==> config.mk <==
export PLATFORM = sky130hd
export DESIGN_NAME = asf_framer_host
export DESIGN_NICKNAME = d
export VERILOG_FILES = /design/src/pkg/asf_pkg.sv /design/src/pkg/asf_hdr_if.sv /design/src/verilog/asf_hdr_gen.sv /design/src/verilog/asf_framer_host.sv
export VERILOG_INCLUDE_DIRS = /design/src /design/src/pkg
export SDC_FILE = /design/constraint.sdc
export NUM_CORES = 1
export LEC_CHECK = 0
export BUFFER_PORTS_ARGS = -buffer_cell sky130_fd_sc_hd__buf_2
export CAP_MARGIN = 25
export CORE_MARGIN = 2
export CORE_UTILIZATION = 48
export CTS_BUF_LIST = sky130_fd_sc_hd__clkbuf_8
export CTS_CLUSTER_SIZE = 30
export DETAILED_ROUTE_END_ITERATION = 10
export HOLD_SLACK_MARGIN = 0.02
export PLACE_DENSITY = 0.71
export SLEW_MARGIN = 20
export SYNTH_ARGS = -nofsm -noshare
export SYNTH_HDL_FRONTEND = slang
export SYNTH_SLANG_ARGS = --single-unit
==> constraint.sdc <==
create_clock -name core_clk -period 2.5 [get_ports core_clk]
set_input_delay 0.125 -clock core_clk [delete_from_list [all_inputs] [get_ports core_clk]]
set_output_delay 0.125 -clock core_clk [all_outputs]
set_load 0.02 [all_outputs]
==> src/pkg/asf_map.svh <==
// constants of the addressable section framer
//
// Behaviour
// - Every section opens with table identifier 0x3F and the following bit is always zero.
// - The error-detection type bit set to one marks the trailing word as a checksum, zero as a CRC32.
// - The 12-bit section length counts the bytes from address byte 6 to the end, check word included.
// - Address byte 6 follows the length field and address byte 5 follows it.
// - Payload and address scrambling are two 2-bit controls where 00b means sent in the clear.
// - An LLC/SNAP flag of one means the datagram is LLC encapsulated.
// - The sender clears the LLC/SNAP flag only for IP datagrams carried without LLC.
// - The announced encapsulation value is 0x03 for LLC/SNAP and 0x04 for plain IP.
// - Section number and last section number are both 0x00 since one datagram fills one section.
// - After the section numbers come address byte 4 and then address byte 3.
// - Address byte 2 and then byte 1, the most significant, close the address before the payload.
// - With the flag at one the payload is an LLC structure, otherwise raw IP bytes.
// - Optional stuffing bytes may follow the datagram and are covered by the section length.
// - The section ends with a 32-bit CRC32 or checksum as the error-detection type selects.
`ifndef ASF_MAP_SVH
`define ASF_MAP_SVH

// ----------------------------------------
// fixed field values
// ----------------------------------------
`define ASF_TABLE_ID 8'h3F
`define ASF_ZERO_BIT 1'h0
`define ASF_RSV_ONES 2'h3
`define ASF_MARK_BIT 1'h1
`define ASF_SEC_NUM 8'h00
`define ASF_LAST_SEC 8'h00
`define ASF_SCR_CLEAR 2'h0
`define ASF_ENCAP_LLC 8'h03
`define ASF_ENCAP_IP 8'h04

// ----------------------------------------
// byte positions within the header
// ----------------------------------------
`define ASF_IDX_TID 4'h0
`define ASF_IDX_LENHI 4'h1
`define ASF_IDX_LENLO 4'h2
`define ASF_IDX_ADR6 4'h3
`define ASF_IDX_ADR5 4'h4
`define ASF_IDX_CTRL 4'h5
`define ASF_IDX_SNUM 4'h6
`define ASF_IDX_LSNUM 4'h7
`define ASF_IDX_ADR4 4'h8
`define ASF_IDX_ADR3 4'h9
`define ASF_IDX_ADR2 4'hA
`define ASF_IDX_ADR1 4'hB

// ----------------------------------------
// lengths
// ----------------------------------------
`define ASF_HDR_LAST 12'h00B
`define ASF_CHK_LAST 12'h003
`define ASF_LEN_OVERHEAD 12'h00D
`define ASF_MAX_SECLEN 4093

// ----------------------------------------
// reset values
// ----------------------------------------
`define ASF_RST_BYTE 8'h00
`define ASF_RST_ENCAP 8'h04

`endif

==> src/pkg/asf_pkg.sv <==
// types of the addressable section framer
package asf_pkg;
    typedef enum logic [3:0] {
        ST_IDLE = 4'h1,
        ST_HDR = 4'h2,
        ST_PLD = 4'h4,
        ST_CHK = 4'h8
    } asf_state_t;

    typedef struct packed {
        logic [47:0] mac;
        logic [11:0] payLen;
        logic [31:0] checkWord;
        logic [1:0] payScr;
        logic [1:0] addrScr;
        logic errType;
        logic llc;
        logic isIp;
    } asf_req_t;
endpackage : asf_pkg

==> src/pkg/asf_hdr_if.sv <==
// header fields passed from the framer to its header byte generator
`timescale 1ns/1ps
interface asf_hdr_if;
    logic [3:0] idx;
    asf_pkg::asf_req_t req;
    logic [11:0] secLen;
    logic [7:0] hdrByte;

    modport ctl (output idx, output req, output secLen, input hdrByte);
    modport gen (input idx, input req, input secLen, output hdrByte);
endinterface : asf_hdr_if

==> src/verilog/asf_hdr_gen.sv <==
// header byte generator of the addressable section framer
`timescale 1ns/1ps
`include "asf_map.svh"
module asf_hdr_gen (
    // header fields and byte select
    asf_hdr_if.gen hdr
);
    function automatic logic [7:0] hdrByteOf(input logic [3:0] idx,
                                             input asf_pkg::asf_req_t r,
                                             input logic [11:0] len);
        logic [7:0] b;
        b = `ASF_RST_BYTE;
        case (idx)
            `ASF_IDX_TID: b = `ASF_TABLE_ID;
            `ASF_IDX_LENHI: b = {`ASF_ZERO_BIT, r.errType, `ASF_RSV_ONES, len[11:8]};
            `ASF_IDX_LENLO: b = len[7:0];
            `ASF_IDX_ADR6: b = r.mac[7:0];
            `ASF_IDX_ADR5: b = r.mac[15:8];
            `ASF_IDX_CTRL: b = {`ASF_RSV_ONES, r.payScr, r.addrScr, r.llc, `ASF_MARK_BIT};
            `ASF_IDX_SNUM: b = `ASF_SEC_NUM;
            `ASF_IDX_LSNUM: b = `ASF_LAST_SEC;
            `ASF_IDX_ADR4: b = r.mac[23:16];
            `ASF_IDX_ADR3: b = r.mac[31:24];
            `ASF_IDX_ADR2: b = r.mac[39:32];
            `ASF_IDX_ADR1: b = r.mac[47:40];
            default: b = `ASF_RST_BYTE;
        endcase
        return b;
    endfunction : hdrByteOf

    always_comb begin
        hdr.hdrByte = hdrByteOf(hdr.idx, hdr.req, hdr.secLen);
    end
endmodule : asf_hdr_gen

==> src/verilog/asf_framer_host.sv <==
// section framer: wraps one datagram into one addressable section byte stream
`timescale 1ns/1ps
`include "asf_map.svh"
module asf_framer_host #(
    parameter int MAX_SECLEN = `ASF_MAX_SECLEN
) (
    // clock and reset
    input wire logic core_clk,
    input wire logic rst_b,
    // datagram request
    input wire logic reqValid,
    output logic reqReady,
    input wire logic [47:0] reqMac,
    input wire logic [11:0] reqPayLen,
    input wire logic [31:0] reqCheckWord,
    input wire logic [1:0] reqPayScr,
    input wire logic [1:0] reqAddrScr,
    input wire logic reqErrType,
    input wire logic reqLlc,
    input wire logic reqIsIp,
    output logic reqErr,
    output logic [7:0] protoEncap,
    // payload bytes, datagram plus any stuffing
    input wire logic pldValid,
    output logic pldReady,
    input wire logic [7:0] pldData,
    // section bytes toward the multiplexer
    output logic secValid,
    input wire logic secReady,
    output logic [7:0] secData,
    output logic secStart,
    output logic secEnd
);
    // ----------------------------------------
    // elaboration checks
    // ----------------------------------------
    if (MAX_SECLEN > 4093 || MAX_SECLEN < 13) begin : g_bad_len
        $error("MAX_SECLEN out of range");
    end

    localparam logic [11:0] MAX_PAY = 12'(MAX_SECLEN - 13);

    // ----------------------------------------
    // helpers
    // ----------------------------------------
    function automatic logic [7:0] chkByteOf(input logic [31:0] w, input logic [1:0] n);
        logic [7:0] b;
        b = `ASF_RST_BYTE;
        case (n)
            2'h0: b = w[31:24];
            2'h1: b = w[23:16];
            2'h2: b = w[15:8];
            2'h3: b = w[7:0];
            default: b = `ASF_RST_BYTE;
        endcase
        return b;
    endfunction : chkByteOf

    function automatic logic [7:0] encapOf(input logic llc);
        return llc ? `ASF_ENCAP_LLC : `ASF_ENCAP_IP;
    endfunction : encapOf

    // ----------------------------------------
    // state
    // ----------------------------------------
    asf_pkg::asf_state_t state_q, state_d;
    asf_pkg::asf_req_t req_q, req_d;
    logic [11:0] secLen_q, secLen_d;
    logic [11:0] cnt_q, cnt_d;
    logic reqReady_q, reqReady_d;
    logic reqErr_q, reqErr_d;
    logic [7:0] encap_q, encap_d;
    logic pldReady_q, pldReady_d;
    logic secValid_q, secValid_d;
    logic [7:0] secData_q, secData_d;
    logic secStart_q, secStart_d;
    logic secEnd_q, secEnd_d;
    logic slotFree;
    logic load;
    logic [7:0] loadByte;
    logic loadStart;
    logic loadEnd;
    asf_pkg::asf_req_t inReq;

    asf_hdr_if hdr ();

    assign hdr.idx = cnt_q[3:0];
    assign hdr.req = req_q;
    assign hdr.secLen = secLen_q;

    asf_hdr_gen u_hdr (
        .hdr(hdr)
    );

    // ----------------------------------------
    // next state
    // ----------------------------------------
    always_comb begin
        state_d = state_q;
        req_d = req_q;
        secLen_d = secLen_q;
        cnt_d = cnt_q;
        reqErr_d = 1'b0;
        encap_d = encap_q;
        load = 1'b0;
        loadByte = `ASF_RST_BYTE;
        loadStart = 1'b0;
        loadEnd = 1'b0;
        slotFree = !secValid_q || secReady;
        inReq.mac = reqMac;
        inReq.payLen = reqPayLen;
        inReq.checkWord = reqCheckWord;
        inReq.payScr = reqPayScr;
        inReq.addrScr = reqAddrScr;
        inReq.errType = reqErrType;
        // a non-IP datagram always goes out LLC encapsulated
        inReq.llc = reqLlc || !reqIsIp;
        inReq.isIp = reqIsIp;
        case (state_q)
            asf_pkg::ST_IDLE: begin
                if (reqValid && reqReady_q) begin
                    if (reqPayLen > MAX_PAY) begin
                        // too long for one section: refuse, never split
                        reqErr_d = 1'b1;
                    end else begin
                        req_d = inReq;
                        secLen_d = reqPayLen + `ASF_LEN_OVERHEAD;
                        encap_d = encapOf(inReq.llc);
                        cnt_d = 12'h000;
                        state_d = asf_pkg::ST_HDR;
                    end
                end
            end
            asf_pkg::ST_HDR: begin
                if (slotFree) begin
                    load = 1'b1;
                    loadByte = hdr.hdrByte;
                    loadStart = (cnt_q == 12'h000);
                    if (cnt_q == `ASF_HDR_LAST) begin
                        if (req_q.payLen == 12'h000) begin
                            cnt_d = 12'h000;
                            state_d = asf_pkg::ST_CHK;
                        end else begin
                            cnt_d = req_q.payLen;
                            state_d = asf_pkg::ST_PLD;
                        end
                    end else begin
                        cnt_d = cnt_q + 12'h001;
                    end
                end
            end
            asf_pkg::ST_PLD: begin
                if (pldValid && pldReady_q) begin
                    load = 1'b1;
                    loadByte = pldData;
                    if (cnt_q == 12'h001) begin
                        cnt_d = 12'h000;
                        state_d = asf_pkg::ST_CHK;
                    end else begin
                        cnt_d = cnt_q - 12'h001;
                    end
                end
            end
            asf_pkg::ST_CHK: begin
                if (slotFree) begin
                    load = 1'b1;
                    loadByte = chkByteOf(req_q.checkWord, cnt_q[1:0]);
                    loadEnd = (cnt_q == `ASF_CHK_LAST);
                    if (cnt_q == `ASF_CHK_LAST) begin
                        state_d = asf_pkg::ST_IDLE;
                    end else begin
                        cnt_d = cnt_q + 12'h001;
                    end
                end
            end
            default: begin
                state_d = asf_pkg::ST_IDLE;
            end
        endcase
        secValid_d = load || (secValid_q && !secReady);
        secData_d = load ? loadByte : secData_q;
        secStart_d = load ? loadStart : secStart_q;
        secEnd_d = load ? loadEnd : secEnd_q;
        // registered ready: payload moves only into an empty slot, so a
        // payload byte takes two cycles; traded for flop-driven outputs
        pldReady_d = (state_d == asf_pkg::ST_PLD) && !secValid_d;
        // held low until the last check byte has left, so req_q stays put for the checks
        reqReady_d = (state_d == asf_pkg::ST_IDLE) && !secValid_d && !(reqValid && reqReady_q);
    end

    // ----------------------------------------
    // registers
    // ----------------------------------------
    always_ff @(posedge core_clk or negedge rst_b) begin
        if (!rst_b) begin
            state_q <= asf_pkg::ST_IDLE;
            req_q <= '0;
            secLen_q <= 12'h000;
            cnt_q <= 12'h000;
            reqReady_q <= 1'b0;
            reqErr_q <= 1'b0;
            encap_q <= `ASF_RST_ENCAP;
            pldReady_q <= 1'b0;
            secValid_q <= 1'b0;
            secData_q <= `ASF_RST_BYTE;
            secStart_q <= 1'b0;
            secEnd_q <= 1'b0;
        end else begin
            state_q <= state_d;
            req_q <= req_d;
            secLen_q <= secLen_d;
            cnt_q <= cnt_d;
            reqReady_q <= reqReady_d;
            reqErr_q <= reqErr_d;
            encap_q <= encap_d;
            pldReady_q <= pldReady_d;
            secValid_q <= secValid_d;
            secData_q <= secData_d;
            secStart_q <= secStart_d;
            secEnd_q <= secEnd_d;
        end
    end

    assign reqReady = reqReady_q;
    assign reqErr = reqErr_q;
    assign protoEncap = encap_q;
    assign pldReady = pldReady_q;
    assign secValid = secValid_q;
    assign secData = secData_q;
    assign secStart = secStart_q;
    assign secEnd = secEnd_q;

    // ----------------------------------------
    // checks
    // ----------------------------------------
    logic [11:0] outIdx_q;

    // position of the byte now on the output within its section
    always_ff @(posedge core_clk or negedge rst_b) begin
        if (!rst_b) begin
            outIdx_q <= 12'h000;
        end else if (secValid_q && secReady) begin
            outIdx_q <= secEnd_q ? 12'h000 : outIdx_q + 12'h001;
        end
    end
endmodule : asf_framer_host

==> flow_summary.ini, run 1 <==
[outcome]
status = complete, no violations

[timing]
maxSlewHeadroom_pct = 46.18
setup_viol = 0
fmax_mhz = 419.5
timing.hold.ws_ps = 72.03
rsz0062_at_grt = false
fin_crit_sh_pct = 95.36
min_period_ps = 2384
tightest_slew_ps = 807.3
fin_setup_tns_ps = 0
finalWorstSetupSlack_ps = 116.0
hold_viol = 0
skew_ps = 13.63
maxSlewViolCount = 0

[place]
place.gp.congestion = 0.9365
port-buffer-count = 128
dp_hpwl_um = 14710
place_ws_ps = 122.1

[critical_path]
endpoint_kind = flip-flop
critical_path_buf_inv_count = 4
worst_path_max_delay_cell = dlygate4sd3_1
worstPathMaxFanout = 54
crit_family = buffers and inverters
required_ps = 2910
rr_startpoint = cnt_q[0]$_DFFE_PN0P_
crit_start = reqPayLen[5]
cp.arrival_ps = 2800
cp_cell_sequence = dlygate4sd3_1 -> buf_2 -> nand4_1 -> a2111o_1 -> nand2b_4 -> buf_6 -> nand2_1 -> nand2_1 -> dlygate4sd3_1
crit_path_start_kind = input pin
critPathKind = input pin to flip-flop
slowest_delay_ps = 550

[global_route]
antenna_found_initial = 0
grt_max_degree = 79
grt_usage_pct = 28.97
grt_pass1_wl_um = 36360
grt-ovfl-total = 0
grt_pass1_vias = 7073

[synth]
synth_top_area_share_pct = 48.39
synth_warnings = 0
synthFlopType = dfrtp_1
ys_async_sr_fraction_pct = 100.0
avgSynthCellArea_um2 = 8.397
synth_area_leader_cell = dfrtp_1
synth-seq-cells = 141
synth-edff-count = 0
syn_inst = 856
yosysSeqAreaShare_pct = 49.12
synth.distinct_cells = 66
syn_area_um2 = 7188
synth_area_leaders = dfrtp_1 (48%), nand2_1 (18%), a21oi_1 (2.2%)

[drt]
drcViolationCount = 0
topRoutingLayerUsed = met4
vias_per_cell = 5.605
met2WireLength_um = 10840
wl_um = 22890
drtIter0Drc = 697
dr.pass1.iters = 7
wl_met1_um = 9846
vias = 7258
wl_per_cell_um = 17.68
wl_met3_um = 1476
antenna_left = 0

[floorplanning]
die-area_um2 = 15970
initial_core_util_pct = 49.27
die_w_um = 126.4
ioPinCount = 134
die-height_um = 126.4
std_cell_rows = 44
core_area_um2 = 14590

[clock_tree]
cts_sinks = 141
cts_tree = yes
max-clock-path-buffers = 2
clk_pin_slew_ps = 80
cts_buffers = 17
root_buffer = clkbuf_8
clock_latency_ps = 470
h-tree-depth = 4

[cells_and_area]
fillerInstances = 1149
area_delta_synth_final_pct = 35.72
regArea_um2 = 3531
final_net_count = 1217
multi_input_area_um2 = 3353
drive_gt1_share_pct = 20.09

[hold_path]
min-delay-path-class = input pin to flip-flop
worstHoldStart = pldValid

[power_and_ir_drop]
p_per_area_nw_per_um2 = 922.1
leakage_nw = 4.798
total_power_mw = 8.996
max-vdd-ir-drop_uv = 611.6

[job]
cap_violations = 0
==> worst paths after layout <==
kind | to | slack, ps | cells after the start
min reg2reg | hdr.req[77]$_DFFE_PN0P_ | 480 | 2
max reg2reg | secData[0]$_DFFE_PN0P_ | 160 | 8
min | state_q[2]$_DFF_PN0_ | 70 | 4
max | protoEncap[2]$_DFFE_PN1P_ | 120 | 9
max in group asynchronous | hdr.req[24]$_DFFE_PN0P_ | 1400 | 3
min in group asynchronous | hdr.req[70]$_DFFE_PN0P_ | 230 | 2
==> logic make-up after synthesis <==
group                      share of synthesized area, %
and+or+nand+nor                                   25.80
muxes                                            0.4526
buffers and inverters                             4.804
DFF                                               49.12
xor gates and xnor gates                          1.828
adders and majority gates                         1.218
AOI/OAI and AO/OA                                 16.73
other                                           0.05217
==> layer usage <==
layer | vias to the layer above | track usage (%)
met3 | 60 | 6.959
met5 | - | 0
met2 | 317 | 45.39
li1 | 3412 | -
met4 | 0 | 12.22
met1 | 3469 | 38.79
==> state kept, by name, summed over array words and instances (netlist names) <==
register / flops
secStart: 1
hdr.secLen: 12
secValid: 1
protoEncap: 2
hdr.req: 97
reqReady: 1
state_q: 4
cnt_q: 12
secData: 8
secEnd: 1
pldReady: 1
reqErr: 1
==> timing repair <==
action / in CTS / in global routing
endpoints found under the setup margin: 0 / 12
buffers inserted: 0 / 1
endpoints found under the hold margin: 178 / 0
gates resized for setup: 0 / 4
hold buffers: 110 / 0
==> worst register-to-register path, cell delays in order (launching register included) <==
cell and delay (ps):
dfrtp_1 480, ha_1 270, buf_4 200, a222oi_1 380, inv_1 70, a221oi_1 350
o22ai_1 140, a222oi_1 270, inv_1 70
==> per-stage QoR <==
| stage | area [um2] | std cells | util, % |
|---|---|---|---|
| after floorplan | 7203 | 860 | - |
| after global placement | 8154 | 1151 | 55.89 |
| after detailed placement | 8154 | 1151 | 55.89 |
| after CTS | 9706 | 1292 | 66.53 |
| after global routing | 9753 | 1294 | 66.85 |
| final | 9756 | 1295 | 66.87 |
==> where the power goes <==
| part | switching [mW] | leakage, nW | total [mW] | internal [mW] |
|---|---|---|---|---|
| logic | 1.76 | 2.80 | 2.93 | 1.17 |
| registers | 0.709 | 1.77 | 3.98 | 3.27 |
| clock network | 0.898 | 0.226 | 2.09 | 1.19 |
==> Yosys cell counts (4+ instances only) <==
cell type  number
a222oi_1       12
nor4_1          8
clkbuf_1       41
buf_2          12
a21o_1          4
ha_1            7
nand3_1        19
a31oi_1         6
a221oi_1       10
a21oi_1        32
xor2_1          9
nand2b_1        4
dfrtp_1       139
nor2b_1         4
o211ai_1       14
o22ai_1         6
o21ai_0        28
nand4_1         6
a22o_1         10
nor3_1          9
inv_1          14
o21ai_1         4
buf_4           7
nand2_1       336
a22oi_1        15
xnor2_1         6
nor2_1         32
==> area by class of cell <==
class	instances	share of cell area, %
diodes	1	0.02565
clock buffers	21	2.963
clock inverters	10	1.654
inverters	15	0.5771
multi-input cells	640	34.37
flip-flops and latches	141	36.19
well taps	184	2.360
repair buffers	283	21.85
==> placed cells by master, fill, tap and decap left out, types with 8 or more instances in the layout <==
| cell type | instances |
|---|---|
| a22o_1 | 10 |
| a222oi_1 | 12 |
| nor3_1 | 9 |
| a221oi_1 | 10 |
| inv_1 | 15 |
| o211ai_1 | 14 |
| nand3_1 | 19 |
| a21oi_1 | 32 |
| o21ai_0 | 28 |
| buf_4 | 41 |
| nor4_1 | 8 |
| clkbuf_8 | 21 |
| nand2_1 | 336 |
| a22oi_1 | 15 |
| buf_2 | 127 |
| nor2_1 | 32 |
| xor2_1 | 9 |
| dfrtp_1 | 139 |
| dlygate4sd3_1 | 110 |
Note: power is estimated with default switching activity, not from simulation.
==> run 2: changes to the inputs <==
- BUFFER_PORTS_ARGS: -buffer_cell sky130_fd_sc_hd__buf_2 -> not set
- CTS_BUF_LIST: sky130_fd_sc_hd__clkbuf_8 -> sky130_fd_sc_hd__clkbuf_2
- DONT_BUFFER_PORTS: not set -> 1
- PLACE_DENSITY: 0.71 -> not set
==> run 2 against run 1 <==
Compared with the run above:
- the run now ends with hold timing, setup timing left
- via count up 0.99%
- sequential share of layout area rose by 0.13 points
- non-clock buffer count shrank 50
- power shrank 6.6%
- die area did not move
==> flow_summary.ini, run 2 (synthesis gave the netlist of run 1 again) <==
[cells_and_area]
drive_gt1_share_pct = 8.577
fillerInstances = 1119
final_util_pct = 66.66
final_common_cell = nand2_1
final_cell_mix = nand2_1 (336), dlygate4sd3_1 (195), dfrtp_1 (138)
largest_reg_flops = 97
final_net_count = 1167
multi_input_area_um2 = 3363
regArea_um2 = 3532
area_delta_synth_final_pct = 35.28

[timing]
fin_crit_sh_pct = 101.9
timing.hold.ws_ps = -947.6
maxSlewHeadroom_pct = 41.99
finalWorstSetupSlack_ps = -48.65
maxSlewViolCount = 0
setup_viol = 2
fmax_mhz = 392.4
min_period_ps = 2549
rsz0062_at_grt = true
fin_setup_tns_ps = -67.78
tightest_slew_ps = 870.1
hold_viol = 141
skew_ps = 27.48

[clock_tree]
max-clock-path-buffers = 2
cts_tree = yes
clk_pin_slew_ps = 220
clock_latency_ps = 730
cts_sinks = 141
root_buffer = clkbuf_2
h-tree-depth = 4
cts_buffers = 17

[global_route]
grt-ovfl-total = 0
grt_max_degree = 142
grt_pass1_vias = 7528
antenna_found_initial = 2
grt_usage_pct = 31.93
grt_pass1_wl_um = 39550

[critical_path]
rr_startpoint = state_q[0]$_DFF_PN1_
critPathKind = flip-flop to flip-flop
worstPathMaxFanout = 32
slowest_delay_ps = 630
worst_path_max_delay_cell = dfstp_2
cp_cell_sequence = nor4b_2 -> nand3_1 -> nor2b_4 -> buf_12 -> nand2_1 -> dlygate4sd3_1 -> nand2_1
crit_start = state_q[0]$_DFF_PN1_
required_ps = 3170
endpoint_kind = flip-flop
crit_path_start_kind = flip-flop
cp.arrival_ps = 3220
critPathMostFrequentCell = nand2_1

[drt]
wl_per_cell_um = 20.24
drcViolationCount = 0
drtIter0Drc = 626
antenna_left = 0
dr.pass1.iters = 6
vias_per_cell = 5.878
wl_um = 25240
vias = 7330

[job]
cap_violations = 0

[floorplanning]
std_cell_rows = 44
die_w_um = 126.4
core_area_um2 = 14590
die-height_um = 126.4
die-area_um2 = 15970
ioPinCount = 134
initial_core_util_pct = 49.27

[place]
place_ws_ps = 114.3
place.gp.congestion = 0.9402
dp_hpwl_um = 15060
port-buffer-count = 0

[power_and_ir_drop]
p_per_area_nw_per_um2 = 863.8
max-vdd-ir-drop_uv = 500.8
leakage_nw = 4.419

[hold_path]
min-delay-path-class = input pin to asynchronous set/reset pin

[outcome]
status = complete, but fails checks
violations = hold timing, setup timing
-- run 2: path summary, 6_finish.rpt --
check | end | slack [ps] | cells past startpoint
max | hdr.req[82]$_DFFE_PN0P_ | -50 | 7
min | hdr.req[46]$_DFFE_PN0P_ | -950 | 0
max reg2reg | hdr.req[82]$_DFFE_PN0P_ | -50 | 7
min reg2reg | hdr.req[31]$_DFFE_PN0P_ | 510 | 2
max in group asynchronous | protoEncap[2]$_DFFE_PN1P_ | 3160 | 0
min in group core_clk | hdr.req[36]$_DFFE_PN0P_ | 100 | 3
-- run 2: metrics by stage --
| stage | cells | cell area, um2 | hold WS [ps] | power [mW] |
|---|---|---|---|---|
| 2_1_floorplan | 860 | 7203 | -170.6 | 5.679 |
| 3_3_place_gp | 1015 | 7472 | -166.1 | 6.391 |
| 3_5_place_dp | 1015 | 7472 | -166.3 | 6.490 |
| 4_1_cts | 1239 | 9627 | -1019 | 8.187 |
| 5_1_grt | 1247 | 9724 | -1057 | 8.977 |
| 6_report | 1247 | 9724 | -947.6 | 8.400 |
-- run 2: final cells by class --
class                           count  share of cell area [%]
Multi-Input combinational cell    640                   34.59
Clock inverter                     15                   1.518
Inverter                           15                  0.5790
Timing Repair Buffer              233                   23.70
Sequential cell                   141                   36.32
Antenna cell                        2                 0.05147
Clock buffer                       17                  0.8749
Tap cell                          184                   2.367
-- run 2: report_power, final --
part	switching, mW	total, mW	internal (mW)	leakage [nW]
registers	0.852	4.10	3.25	1.77
logic	1.71	2.96	1.25	2.52
clock network	0.886	1.34	0.450	0.130
total	3.45	8.40	4.95	4.42
-- run 2: what timing repair did --
item / 4_1_cts / 5_1_grt
hold buffers: 192 / 3
hold endpoints to repair: 273 / 144
setup endpoints to repair: 0 / 56
gates resized for setup: 0 / 5
buffers inserted: 0 / 2
-- run 2: worst max-delay path, delay by kind of cell (launching register included) --
kind | cells | cell delay [ps]
buffers and inverters | 2 | 830
and+or+nand+nor | 5 | 1020
DFF | 1 | 630
-- run 2: per-layer routing --
metal,wire [um],track usage (%),vias to the layer above
met4,1276,17.71,0
met5,0,0,-
met2,12720,53.29,346
met1,9603,38.41,3571
li1,-,-,3317
met3,1639,7.128,96
